File: config.mk
export PLATFORM = sky130hd
export DESIGN_NAME = timer_counter
export DESIGN_NICKNAME = d
export VERILOG_FILES = /design/src/timer_counter_pkg.sv /design/src/timer_counter.sv
export SDC_FILE = /design/constraint.sdc
export NUM_CORES = 1
export LEC_CHECK = 0
export ABC_AREA = 0
export BUFFER_PORTS_ARGS = -buffer_cell sky130_fd_sc_hd__buf_4
export CAP_MARGIN = 10
export CORE_MARGIN = 3
export CORE_UTILIZATION = 53
export CTS_CLUSTER_DIAMETER = 200
export CTS_CLUSTER_SIZE = 10
export DETAILED_ROUTE_END_ITERATION = 10
export MAX_ROUTING_LAYER = met4
export PLACE_DENSITY = 0.95
export SYNTH_ARGS = -nofsm -noshare
export SYNTH_HDL_FRONTEND = slang
export SYNTH_SLANG_ARGS = --single-unit
export TNS_END_PERCENT = 50
File: constraint.sdc
create_clock -name clock_i -period 3.5 [get_ports clock_i]
set_input_delay 0.175 -clock clock_i [delete_from_list [all_inputs] [get_ports clock_i]]
set_output_delay 0.175 -clock clock_i [all_outputs]
set_load 0.05 [all_outputs]
File: src/timer_counter_pkg.sv
// constants and carrier types of the sixteen-bit event counter
package timer_counter_pkg;

    // ----------------------------------------------------------------
    // bus shape
    // ----------------------------------------------------------------
    localparam int ADDR_W = 12;
    localparam int DATA_W = 32;
    localparam int IDX_W = 10;

    // ----------------------------------------------------------------
    // register indices, byte address is four times the index
    // ----------------------------------------------------------------
    localparam logic [IDX_W-1:0] IDX_INTERRUPT_CONTROL = 10'h00B;
    localparam logic [IDX_W-1:0] IDX_IRQ_FLAGS_ONE = 10'h00C;
    localparam logic [IDX_W-1:0] IDX_COUNT_LOW_BYTE = 10'h00E;
    localparam logic [IDX_W-1:0] IDX_COUNT_HIGH_BYTE = 10'h00F;
    localparam logic [IDX_W-1:0] IDX_COUNTER_CONTROL = 10'h010;
    localparam logic [IDX_W-1:0] IDX_IRQ_ENABLES_ONE = 10'h08C;

    // ----------------------------------------------------------------
    // field positions and values
    // ----------------------------------------------------------------
    localparam int GLOBAL_IRQ_ENABLE_POS = 7;
    localparam int PERIPHERAL_IRQ_ENABLE_POS = 6;
    localparam int OVERFLOW_IRQ_POS = 0;
    localparam logic [5:0] CONTROL_RESET = 6'h00;
    localparam logic [3:0] COMPARE_MODE_TRIGGER = 4'hB;
    localparam logic [15:0] COUNT_MAX = 16'hFFFF;
    localparam logic [1:0] INSTR_DIV_LAST = 2'h3;
    localparam logic [2:0] PRESCALE_RESET = 3'h0;

    // ----------------------------------------------------------------
    // carriers
    // ----------------------------------------------------------------
    typedef struct packed {
        logic psel;
        logic penable;
        logic pwrite;
        logic [ADDR_W-1:0] paddr;
        logic [DATA_W-1:0] pwdata;
    } apb_req_t;

    typedef struct packed {
        logic pready;
        logic pslverr;
        logic [DATA_W-1:0] prdata;
    } apb_rsp_t;

    // bit order matches the control register, bit 5 down to bit 0
    typedef struct packed {
        logic [1:0] prescale_select_field;
        logic crystal_osc_enable_bit;
        logic sync_disable_bit;
        logic clock_source_select_bit;
        logic counter_on_bit;
    } counter_control_t;

    typedef struct packed {
        logic global_irq_enable;
        logic peripheral_irq_enable;
        logic overflow_irq_flag;
        logic overflow_irq_enable;
        counter_control_t ctrl;
        logic [15:0] count;
        logic [2:0] prescale_count;
        logic [1:0] instr_div;
        logic source_prev;
        logic sync_tick;
        logic irq_req;
        logic wake_req;
        logic osc_drive;
        logic time_base_valid;
        apb_rsp_t rsp;
    } state_t;

endpackage

File: src/timer_counter.sv
// sixteen-bit prescaled event counter with byte registers behind an apb slave
`timescale 1ns/1ps

// How it works
// - sync disable set with clock source set: prescaled external clock increments counter, no synchronizing stage
// - asynchronous counter mode keeps counting in sleep; overflow may wake processor
// - asynchronous counter mode count is not a valid capture/compare time base
// - count byte reads during asynchronous counting always return a clean byte
// - crystal enable bit runs the built-in oscillator between its two pins
// - compare unit special event trigger resets the counter
// - trigger-driven reset never sets the overflow flag
// - trigger reset works only in timer or synchronized counter mode
// - count write in the same cycle as a trigger wins over it
// - with trigger reset the compare pair acts as the counting period
// - no device reset clears the count bytes
// - power-on and brown-out clear control to zero; other resets keep it
// - any write to a count byte clears the prescaler
// - count is two byte registers, low byte then high byte
// - unimplemented bits of associated registers read as zero
// - clock source clear: count instruction clock, one quarter oscillator rate
// - clock source set: count rising edges of crystal pin or external pin
// - synchronized counter mode does not count in sleep; prescaler keeps running
// - synchronized counter mode synchronizes after the prescaler
module timer_counter (
    input wire logic clock_i,
    input wire logic rst_i,
    input wire logic device_reset_i,
    input wire logic sleep_i,
    input wire timer_counter_pkg::apb_req_t apb_req_i,
    output timer_counter_pkg::apb_rsp_t apb_rsp_o,
    input wire logic external_count_pin_i,
    input wire logic crystal_input_pin_i,
    output logic crystal_output_pin_o,
    input wire logic [3:0] compare_unit_mode_field_i,
    input wire logic [7:0] compare_value_high_i,
    input wire logic [7:0] compare_value_low_i,
    output logic [15:0] time_base_o,
    output logic time_base_valid_o,
    output logic overflow_irq_o,
    output logic wake_o
);

    // ----------------------------------------------------------------
    // state
    // ----------------------------------------------------------------
    timer_counter_pkg::state_t state_q;
    timer_counter_pkg::state_t state_d;

    // ----------------------------------------------------------------
    // next state
    // ----------------------------------------------------------------
    always_comb begin
        logic instr_tick;
        logic source_level;
        logic source_edge;
        logic source_event;
        logic [2:0] prescale_mask;
        logic prescale_tick;
        logic async_mode;
        logic count_tick;
        logic trigger;
        logic overflow;
        logic setup;
        logic complete;
        logic write_done;
        logic [timer_counter_pkg::IDX_W-1:0] idx;
        logic idx_hit;
        logic [7:0] read_byte;
        logic [7:0] wbyte;

        state_d = state_q;
        instr_tick = 1'b0;
        source_level = 1'b0;
        source_edge = 1'b0;
        source_event = 1'b0;
        prescale_mask = 3'h0;
        prescale_tick = 1'b0;
        async_mode = 1'b0;
        count_tick = 1'b0;
        trigger = 1'b0;
        overflow = 1'b0;
        setup = 1'b0;
        complete = 1'b0;
        write_done = 1'b0;
        idx = apb_req_i.paddr[timer_counter_pkg::ADDR_W-1:2];
        idx_hit = 1'b0;
        read_byte = 8'h00;
        wbyte = apb_req_i.pwdata[7:0];

        // ------------------------------------------------------------
        // instruction clock, a quarter of the oscillator rate
        // ------------------------------------------------------------
        // the instruction clock halts in sleep, so timer mode halts too
        if (!sleep_i) begin
            instr_tick = (state_q.instr_div == timer_counter_pkg::INSTR_DIV_LAST);
            state_d.instr_div = 2'(state_q.instr_div + 2'h1);
        end

        // ------------------------------------------------------------
        // clock source and crystal amplifier
        // ------------------------------------------------------------
        // inverting amplifier, off when disabled to save drive current
        state_d.osc_drive = state_q.ctrl.crystal_osc_enable_bit & ~crystal_input_pin_i;
        source_level = state_q.ctrl.crystal_osc_enable_bit ? crystal_input_pin_i
                                                          : external_count_pin_i;
        state_d.source_prev = source_level;
        source_edge = source_level & ~state_q.source_prev;
        source_event = state_q.ctrl.clock_source_select_bit ? source_edge : instr_tick;

        // ------------------------------------------------------------
        // prescaler, 1:1 1:2 1:4 1:8
        // ------------------------------------------------------------
        unique case (state_q.ctrl.prescale_select_field)
            2'h0: prescale_mask = 3'h0;
            2'h1: prescale_mask = 3'h1;
            2'h2: prescale_mask = 3'h3;
            2'h3: prescale_mask = 3'h7;
        endcase
        if (state_q.ctrl.counter_on_bit && source_event) begin
            // in synchronized counter mode keeps counting in sleep, only the stage after it stops
            state_d.prescale_count = 3'(state_q.prescale_count + 3'h1);
            prescale_tick = ((state_q.prescale_count & prescale_mask) == prescale_mask);
        end

        // ------------------------------------------------------------
        // counting modes
        // ------------------------------------------------------------
        async_mode = state_q.ctrl.clock_source_select_bit & state_q.ctrl.sync_disable_bit;
        // one sampling stage behind the prescaler; dead while asleep
        state_d.sync_tick = prescale_tick & ~sleep_i;
        if (!state_q.ctrl.clock_source_select_bit) begin
            count_tick = prescale_tick;
        end else if (async_mode) begin
            // no sampling stage, so it also counts through sleep
            count_tick = prescale_tick;
        end else begin
            count_tick = state_q.sync_tick & state_q.ctrl.counter_on_bit & ~sleep_i;
        end
        state_d.time_base_valid = ~async_mode;

        // ------------------------------------------------------------
        // special event trigger and counting
        // ------------------------------------------------------------
        // an unsynchronized count cannot be compared reliably, so ignore it
        trigger = (compare_unit_mode_field_i == timer_counter_pkg::COMPARE_MODE_TRIGGER) &&
                  (state_q.count == {compare_value_high_i, compare_value_low_i}) &&
                  !async_mode;
        if (count_tick) begin
            if (trigger) begin
                // restart from zero, flag untouched
                state_d.count = 16'h0000;
            end else begin
                overflow = (state_q.count == timer_counter_pkg::COUNT_MAX);
                state_d.count = 16'(state_q.count + 16'h0001);
            end
        end

        // ------------------------------------------------------------
        // apb slave, answers in the first access cycle
        // ------------------------------------------------------------
        setup = apb_req_i.psel & ~apb_req_i.penable;
        complete = apb_req_i.psel & apb_req_i.penable & state_q.rsp.pready;
        write_done = complete & apb_req_i.pwrite & ~state_q.rsp.pslverr;
        unique case (idx)
            timer_counter_pkg::IDX_INTERRUPT_CONTROL: begin
                idx_hit = 1'b1;
                read_byte[timer_counter_pkg::GLOBAL_IRQ_ENABLE_POS] = state_q.global_irq_enable;
                read_byte[timer_counter_pkg::PERIPHERAL_IRQ_ENABLE_POS] =
                    state_q.peripheral_irq_enable;
            end
            timer_counter_pkg::IDX_IRQ_FLAGS_ONE: begin
                idx_hit = 1'b1;
                read_byte[timer_counter_pkg::OVERFLOW_IRQ_POS] = state_q.overflow_irq_flag;
            end
            timer_counter_pkg::IDX_COUNT_LOW_BYTE: begin
                idx_hit = 1'b1;
                // the count lives in flops of this clock, so a byte is never torn
                read_byte = state_q.count[7:0];
            end
            timer_counter_pkg::IDX_COUNT_HIGH_BYTE: begin
                idx_hit = 1'b1;
                read_byte = state_q.count[15:8];
            end
            timer_counter_pkg::IDX_COUNTER_CONTROL: begin
                idx_hit = 1'b1;
                read_byte = {2'h0, state_q.ctrl};
            end
            timer_counter_pkg::IDX_IRQ_ENABLES_ONE: begin
                idx_hit = 1'b1;
                read_byte[timer_counter_pkg::OVERFLOW_IRQ_POS] = state_q.overflow_irq_enable;
            end
            default: begin
                idx_hit = 1'b0;
            end
        endcase
        idx_hit = idx_hit & (apb_req_i.paddr[1:0] == 2'h0);
        state_d.rsp.pready = setup;
        state_d.rsp.pslverr = setup & ~idx_hit;
        if (setup) begin
            state_d.rsp.prdata = {24'h000000, read_byte};
        end else if (complete) begin
            state_d.rsp.prdata = 32'h00000000;
        end

        // ------------------------------------------------------------
        // register writes
        // ------------------------------------------------------------
        if (write_done) begin
            unique case (idx)
                timer_counter_pkg::IDX_INTERRUPT_CONTROL: begin
                    state_d.global_irq_enable = wbyte[timer_counter_pkg::GLOBAL_IRQ_ENABLE_POS];
                    state_d.peripheral_irq_enable =
                        wbyte[timer_counter_pkg::PERIPHERAL_IRQ_ENABLE_POS];
                end
                timer_counter_pkg::IDX_IRQ_FLAGS_ONE: begin
                    state_d.overflow_irq_flag = wbyte[timer_counter_pkg::OVERFLOW_IRQ_POS];
                end
                timer_counter_pkg::IDX_COUNT_LOW_BYTE: begin
                    // write beats a trigger or an increment in the same cycle
                    state_d.count = {state_q.count[15:8], wbyte};
                    state_d.prescale_count = timer_counter_pkg::PRESCALE_RESET;
                end
                timer_counter_pkg::IDX_COUNT_HIGH_BYTE: begin
                    state_d.count = {wbyte, state_q.count[7:0]};
                    state_d.prescale_count = timer_counter_pkg::PRESCALE_RESET;
                end
                timer_counter_pkg::IDX_COUNTER_CONTROL: begin
                    state_d.ctrl = wbyte[5:0];
                end
                timer_counter_pkg::IDX_IRQ_ENABLES_ONE: begin
                    state_d.overflow_irq_enable = wbyte[timer_counter_pkg::OVERFLOW_IRQ_POS];
                end
                default: begin
                    state_d.ctrl = state_q.ctrl;
                end
            endcase
        end

        // a rollover in the clearing cycle still sets the flag
        if (overflow) begin
            state_d.overflow_irq_flag = 1'b1;
        end

        // ------------------------------------------------------------
        // interrupt request and wake
        // ------------------------------------------------------------
        state_d.irq_req = state_d.overflow_irq_flag & state_d.overflow_irq_enable &
                          state_d.peripheral_irq_enable & state_d.global_irq_enable;
        // wake needs only the local enable, as with other wake sources
        state_d.wake_req = state_d.overflow_irq_flag & state_d.overflow_irq_enable &
                           sleep_i;

        // ------------------------------------------------------------
        // resets, the count is kept by every one of them
        // ------------------------------------------------------------
        if (rst_i || device_reset_i) begin
            state_d.global_irq_enable = 1'b0;
            state_d.peripheral_irq_enable = 1'b0;
            state_d.overflow_irq_flag = 1'b0;
            state_d.overflow_irq_enable = 1'b0;
            state_d.prescale_count = timer_counter_pkg::PRESCALE_RESET;
            state_d.instr_div = 2'h0;
            state_d.source_prev = 1'b0;
            state_d.sync_tick = 1'b0;
            state_d.irq_req = 1'b0;
            state_d.wake_req = 1'b0;
            state_d.osc_drive = 1'b0;
            state_d.rsp = '0;
            state_d.count = state_q.count;
        end
        if (rst_i) begin
            state_d.ctrl = timer_counter_pkg::CONTROL_RESET;
            state_d.time_base_valid = 1'b1;
        end
    end

    // ----------------------------------------------------------------
    // registers
    // ----------------------------------------------------------------
    always_ff @(posedge clock_i) begin
        state_q <= state_d;
    end

    // ----------------------------------------------------------------
    // outputs
    // ----------------------------------------------------------------
    assign apb_rsp_o = state_q.rsp;
    assign crystal_output_pin_o = state_q.osc_drive;
    assign time_base_o = state_q.count;
    assign time_base_valid_o = state_q.time_base_valid;
    assign overflow_irq_o = state_q.irq_req;
    assign wake_o = state_q.wake_req;

endmodule // timer_counter

==> summary.md <==
| Metric | Value |
|---|---|
| Compound-cell area share of the yosys netlist | `a little over a tenth` |
| P_int | `~0.00083 W` |
| FF-to-FF Start | `time_base_o[2]` |
| Diodes inserted | `0` |
| Syn_area_per_cell | `a little over 9 µm²` |
| ANT nets after route | `0` |
| Post-CTS Setup Bufs | `0` |
| Hold Buf Count CTS | `0` |
| Fin. max-slew vios | `0` |
| Post-synth ARST share | `0%` |
| Core Area | `between 5000 and 6000 µm²` |
| Pre-antenna DRT Iters | `5` |
| IO Count | `around 130` |
| WL per Instance | `roughly 19 µm` |
| Setup violators final | `0` |
| Yosys cell types | `55` |
| Post-synthesis sequential area ratio | `approximately a third` |
| CP Buf/Inv Count | `0` |
| Final hold vios | `0` |
| Hold path depth | `2` |
| Largest area contributor in the netlist | `dfxtp_1` |
| Pleak | `roughly 1.5 nW` |
| Status | `finished, final reports clean` |
| Total number of vias | `around 2.8k` |
| Layout cells sized above 1 | `approximately 28%` |
| Reg2reg path depth | `6` |
| Wirelength, routed | `8820 µm` |
| Syn. warnings | `0` |
| R2R Path End | `time_base_o[9]` |
| Reg power frac | `between 50% and 60%` |
| Levels on crit path | `6` |
| Gate count after technology mapping | `between 300 and 400` |
| Worst rel slew slack | `50.6%` |
| Crit path max fanout | `11` |
| Fin Setup TNS | `0 ns` |
| RSZ-0062 raised after global routing | `false` |
| Post-synth EDFFs | `16` |
| CP arrival | `roughly 2.8 ns` |
| Via density | `around 6` |
| Worst Setup Start Kind | `flip-flop` |
| Die area | `between 7000 and 8000 µm²` |
| Switching pwr | `about 0.00035 W` |
| Cell Area, Synth | `~3200 µm²` |
| Largest family of logic cells by synthesized area | `simple AND/OR/NAND/NOR gates` |
| Hold crit path type | `input pin to flip-flop` |
| Clock share of power | `a little under a third` |
| Clock latency on the worst-skew pair | `around 0.3 ns` |
| Detailed Route Iter0 Violations | `between 300 and 400` |
| Largest cells by area after synthesis | `dfxtp_1 19%, edfxtp_1 15%, buf_4 12%, mux2i_1 6.5%, xnor2_1 4.3%` |
| Hold_sp | `crystal_input_pin_i` |
| I/O Buffers | `78` |
| Final cycle utilization of the critical path | `79.9%` |
| Vias in the first global route | `around 2.8k` |
| Post-synth top area share | `19.2%` |
| Switching Share | `29.7%` |
| Fin crit period | `about 2.8 ns` |
| #FFs+latches synth | `between 40 and 50` |
| DPL Wire Length | `roughly 6700 µm` |
| Grt ovf | `0` |
| Gr usage total | `between 20% and 30%` |
| Post-synthesis simple-gate area fraction | `between 20% and 30%` |
| Clk sink count | `between 40 and 50` |
| Starting Density | `between 50% and 60%` |
| Largest net degree at the start of global routing | `21` |
| Max Cap Violations | `0` |
| Clk buf depth | `2` |
| Cts bufs inserted | `5` |
| Max Freq | `around 360 MHz` |
| Layout area overhead | `13.9%` |
| Post-Synth Adder-Cell Area | `1.16%` |
| Initial antenna violation count | `0` |
| Worst VDD drop | `between 0.0002 and 0.00025 V` |
| CP peak stage delay | `roughly 0.56 ns` |
| Post-synthesis mux area share | `6.86%` |
| Worst slew pin tran | `roughly 0.74 ns` |
| Die W | `~84 µm` |
| Reg2Reg Setup Slack | `~0.7 ns` |
| Die Span Y | `between 80 and 90 µm` |
| WP data required | `about 3.5 ns` |
| Clk root buf | `clkbuf_8` |
| Gpl congestion | `about 0.92` |
| FP Rows | `27` |
| First-pass GRT wire length | `14100 µm` |
| H-tree depth | `2` |
| Top FF cell, synth | `dfxtp_1` |
| DRC | `0` |
| Clock skew | `between 0.004 and 0.005 ns` |
| Pwr Density | `320 nW/µm²` |
| Crit-path cells | `xor2_1 > nor4_1 > nand3_1 > a2111oi_4 > a21o_1 > o21ai_1` |
| Post-Synth XOR/XNOR Area | `just over 8%` |
| Hold WS | `between 0.02 and 0.03 ns` |
| Gate power share | `a little under a fifth` |
| CTS tree | `done` |
| Layout net count | `approximately 470` |
| Clock transition at the registers of the reported paths | `roughly 0.090 ns` |
| CP max-delay cell | `edfxtp_1` |
| Hold Path End | `crystal_output_pin_o` |
| Crit end category | `flip-flop` |
| CP top delay family | `compound AO/OA/AOI/OAI gates` |
| Post-CTS resize count | `0` |
| Crit path kind | `flip-flop to flip-flop` |
## power groups by stage
stage                     Clock (W)  Combinational [W]  Sequential, W
after floorplan                   0           0.000167       0.000594
after global placement            0           0.000207       0.000601
after detailed placement          0           0.000211       0.000602
after CTS                  0.000373           0.000212       0.000590
after global routing       0.000398           0.000225       0.000592
final                      0.000372           0.000214       0.000591
## layer usage
layer | GRT usage (%) | share of wire (%) | up-vias | wire length (µm)
met3 | 5.23 | 9.7 | 34 | 851
met5 | - | 0 | - | 0
met1 | 29.2 | 37 | 1319 | 3240
met4 | 12.3 | 4.0 | 0 | 350
li1 | - | - | 1259 | -
met2 | 43.3 | 50 | 203 | 4380
## stage by stage
step	worst slack, ns	cell area [µm²]	util, %	std cells	power (W)
6_report	0.702	3680	64.5	470	0.00118
5_1_grt	0.643	3680	64.5	470	0.00121
3_5_place_dp	0.843	3570	62.6	462	0.000813
4_1_cts	0.794	3680	64.5	470	0.00118
2_1_floorplan	1.38	3320	-	372	0.000761
3_3_place_gp	0.915	3570	62.6	462	0.000809
## cells by family after synthesis
| logic type | after synthesis |
|---|---|
| xor gates and xnor gates | 30 |
| muxes | 22 |
| AOI/OAI and AO/OA | 50 |
| adders and majority gates | 3 |
| buffers and inverters | 68 |
| and+or+nand+nor | 128 |
| DFF | 47 |
| other | 1 |
## worst max-delay path by stage
stage                                from         endpoint  slack [ns]
after floorplan           time_base_o[11]   time_base_o[4]        1.38
after global placement     time_base_o[6]  time_base_o[10]        0.92
after detailed placement  time_base_o[15]   time_base_o[5]        0.84
after CTS                  time_base_o[2]   time_base_o[9]        0.79
after global routing       time_base_o[2]   time_base_o[9]        0.64
final                      time_base_o[2]   time_base_o[9]        0.70
## cell usage after synthesis, types with 2 or more instances
cell	instances
buf_4	51
buf_6	2
dfxtp_1	31
xnor2_1	16
nand4_1	3
nor4_2	4
a21boi_0	2
nor2b_1	4
mux2i_1	21
nand2_1	26
o31ai_1	3
or3_1	3
edfxtp_1	16
and3_1	6
nand3b_1	2
xor2_1	14
nor2_1	28
nor4_1	5
inv_1	5
ha_1	3
a22oi_1	6
nand2b_1	4
buf_2	4
a221o_1	3
nand3_1	12
o21ai_0	9
clkbuf_1	6
nor3_2	4
a21oi_1	7
nor4_4	2
nor4b_2	4
o21ai_1	13
nor3b_1	3
nor3_1	6
## cell usage in the layout, fill, tap and decap left out, types with 2 or more instances in the layout
cell type,n
o21ai_1,13
buf_4,81
conb_1,24
nor4_4,2
mux2i_1,21
inv_1,5
a21oi_1,7
edfxtp_1,16
nor4_2,4
nor3b_1,3
nor4_1,5
nor3_2,4
nand2_1,26
and3_1,6
nor2b_1,4
dfxtp_1,31
nor2_1,28
clkbuf_8,5
a22oi_1,6
a21boi_0,2
nand3_1,12
nor4b_2,4
ha_1,3
xor2_1,14
o21ai_0,9
nand3b_1,2
xnor2_1,16
nand2b_1,4
or3_1,3
o31ai_1,3
nor3_1,6
nand4_1,3
a221o_1,3
## area by class of cell
type                            instances  area, µm²
Timing Repair Buffer                   81        608
Tap cell                               72       90.1
Multi-Input combinational cell        257       1750
Sequential cell                        47       1100
Clock inverter                          2       13.8
Inverter                                5       18.8
Clock buffer                            6       93.8
Fill cell                             419       2030
## sequential cells by signal, indices dropped and copies added, names as in the netlist
name	flops
state_q	17
wake_o	1
crystal_output_pin_o	1
time_base_valid_o	1
apb_rsp_o	10
overflow_irq_o	1
time_base_o	16
(Power assumes the default switching activity.)
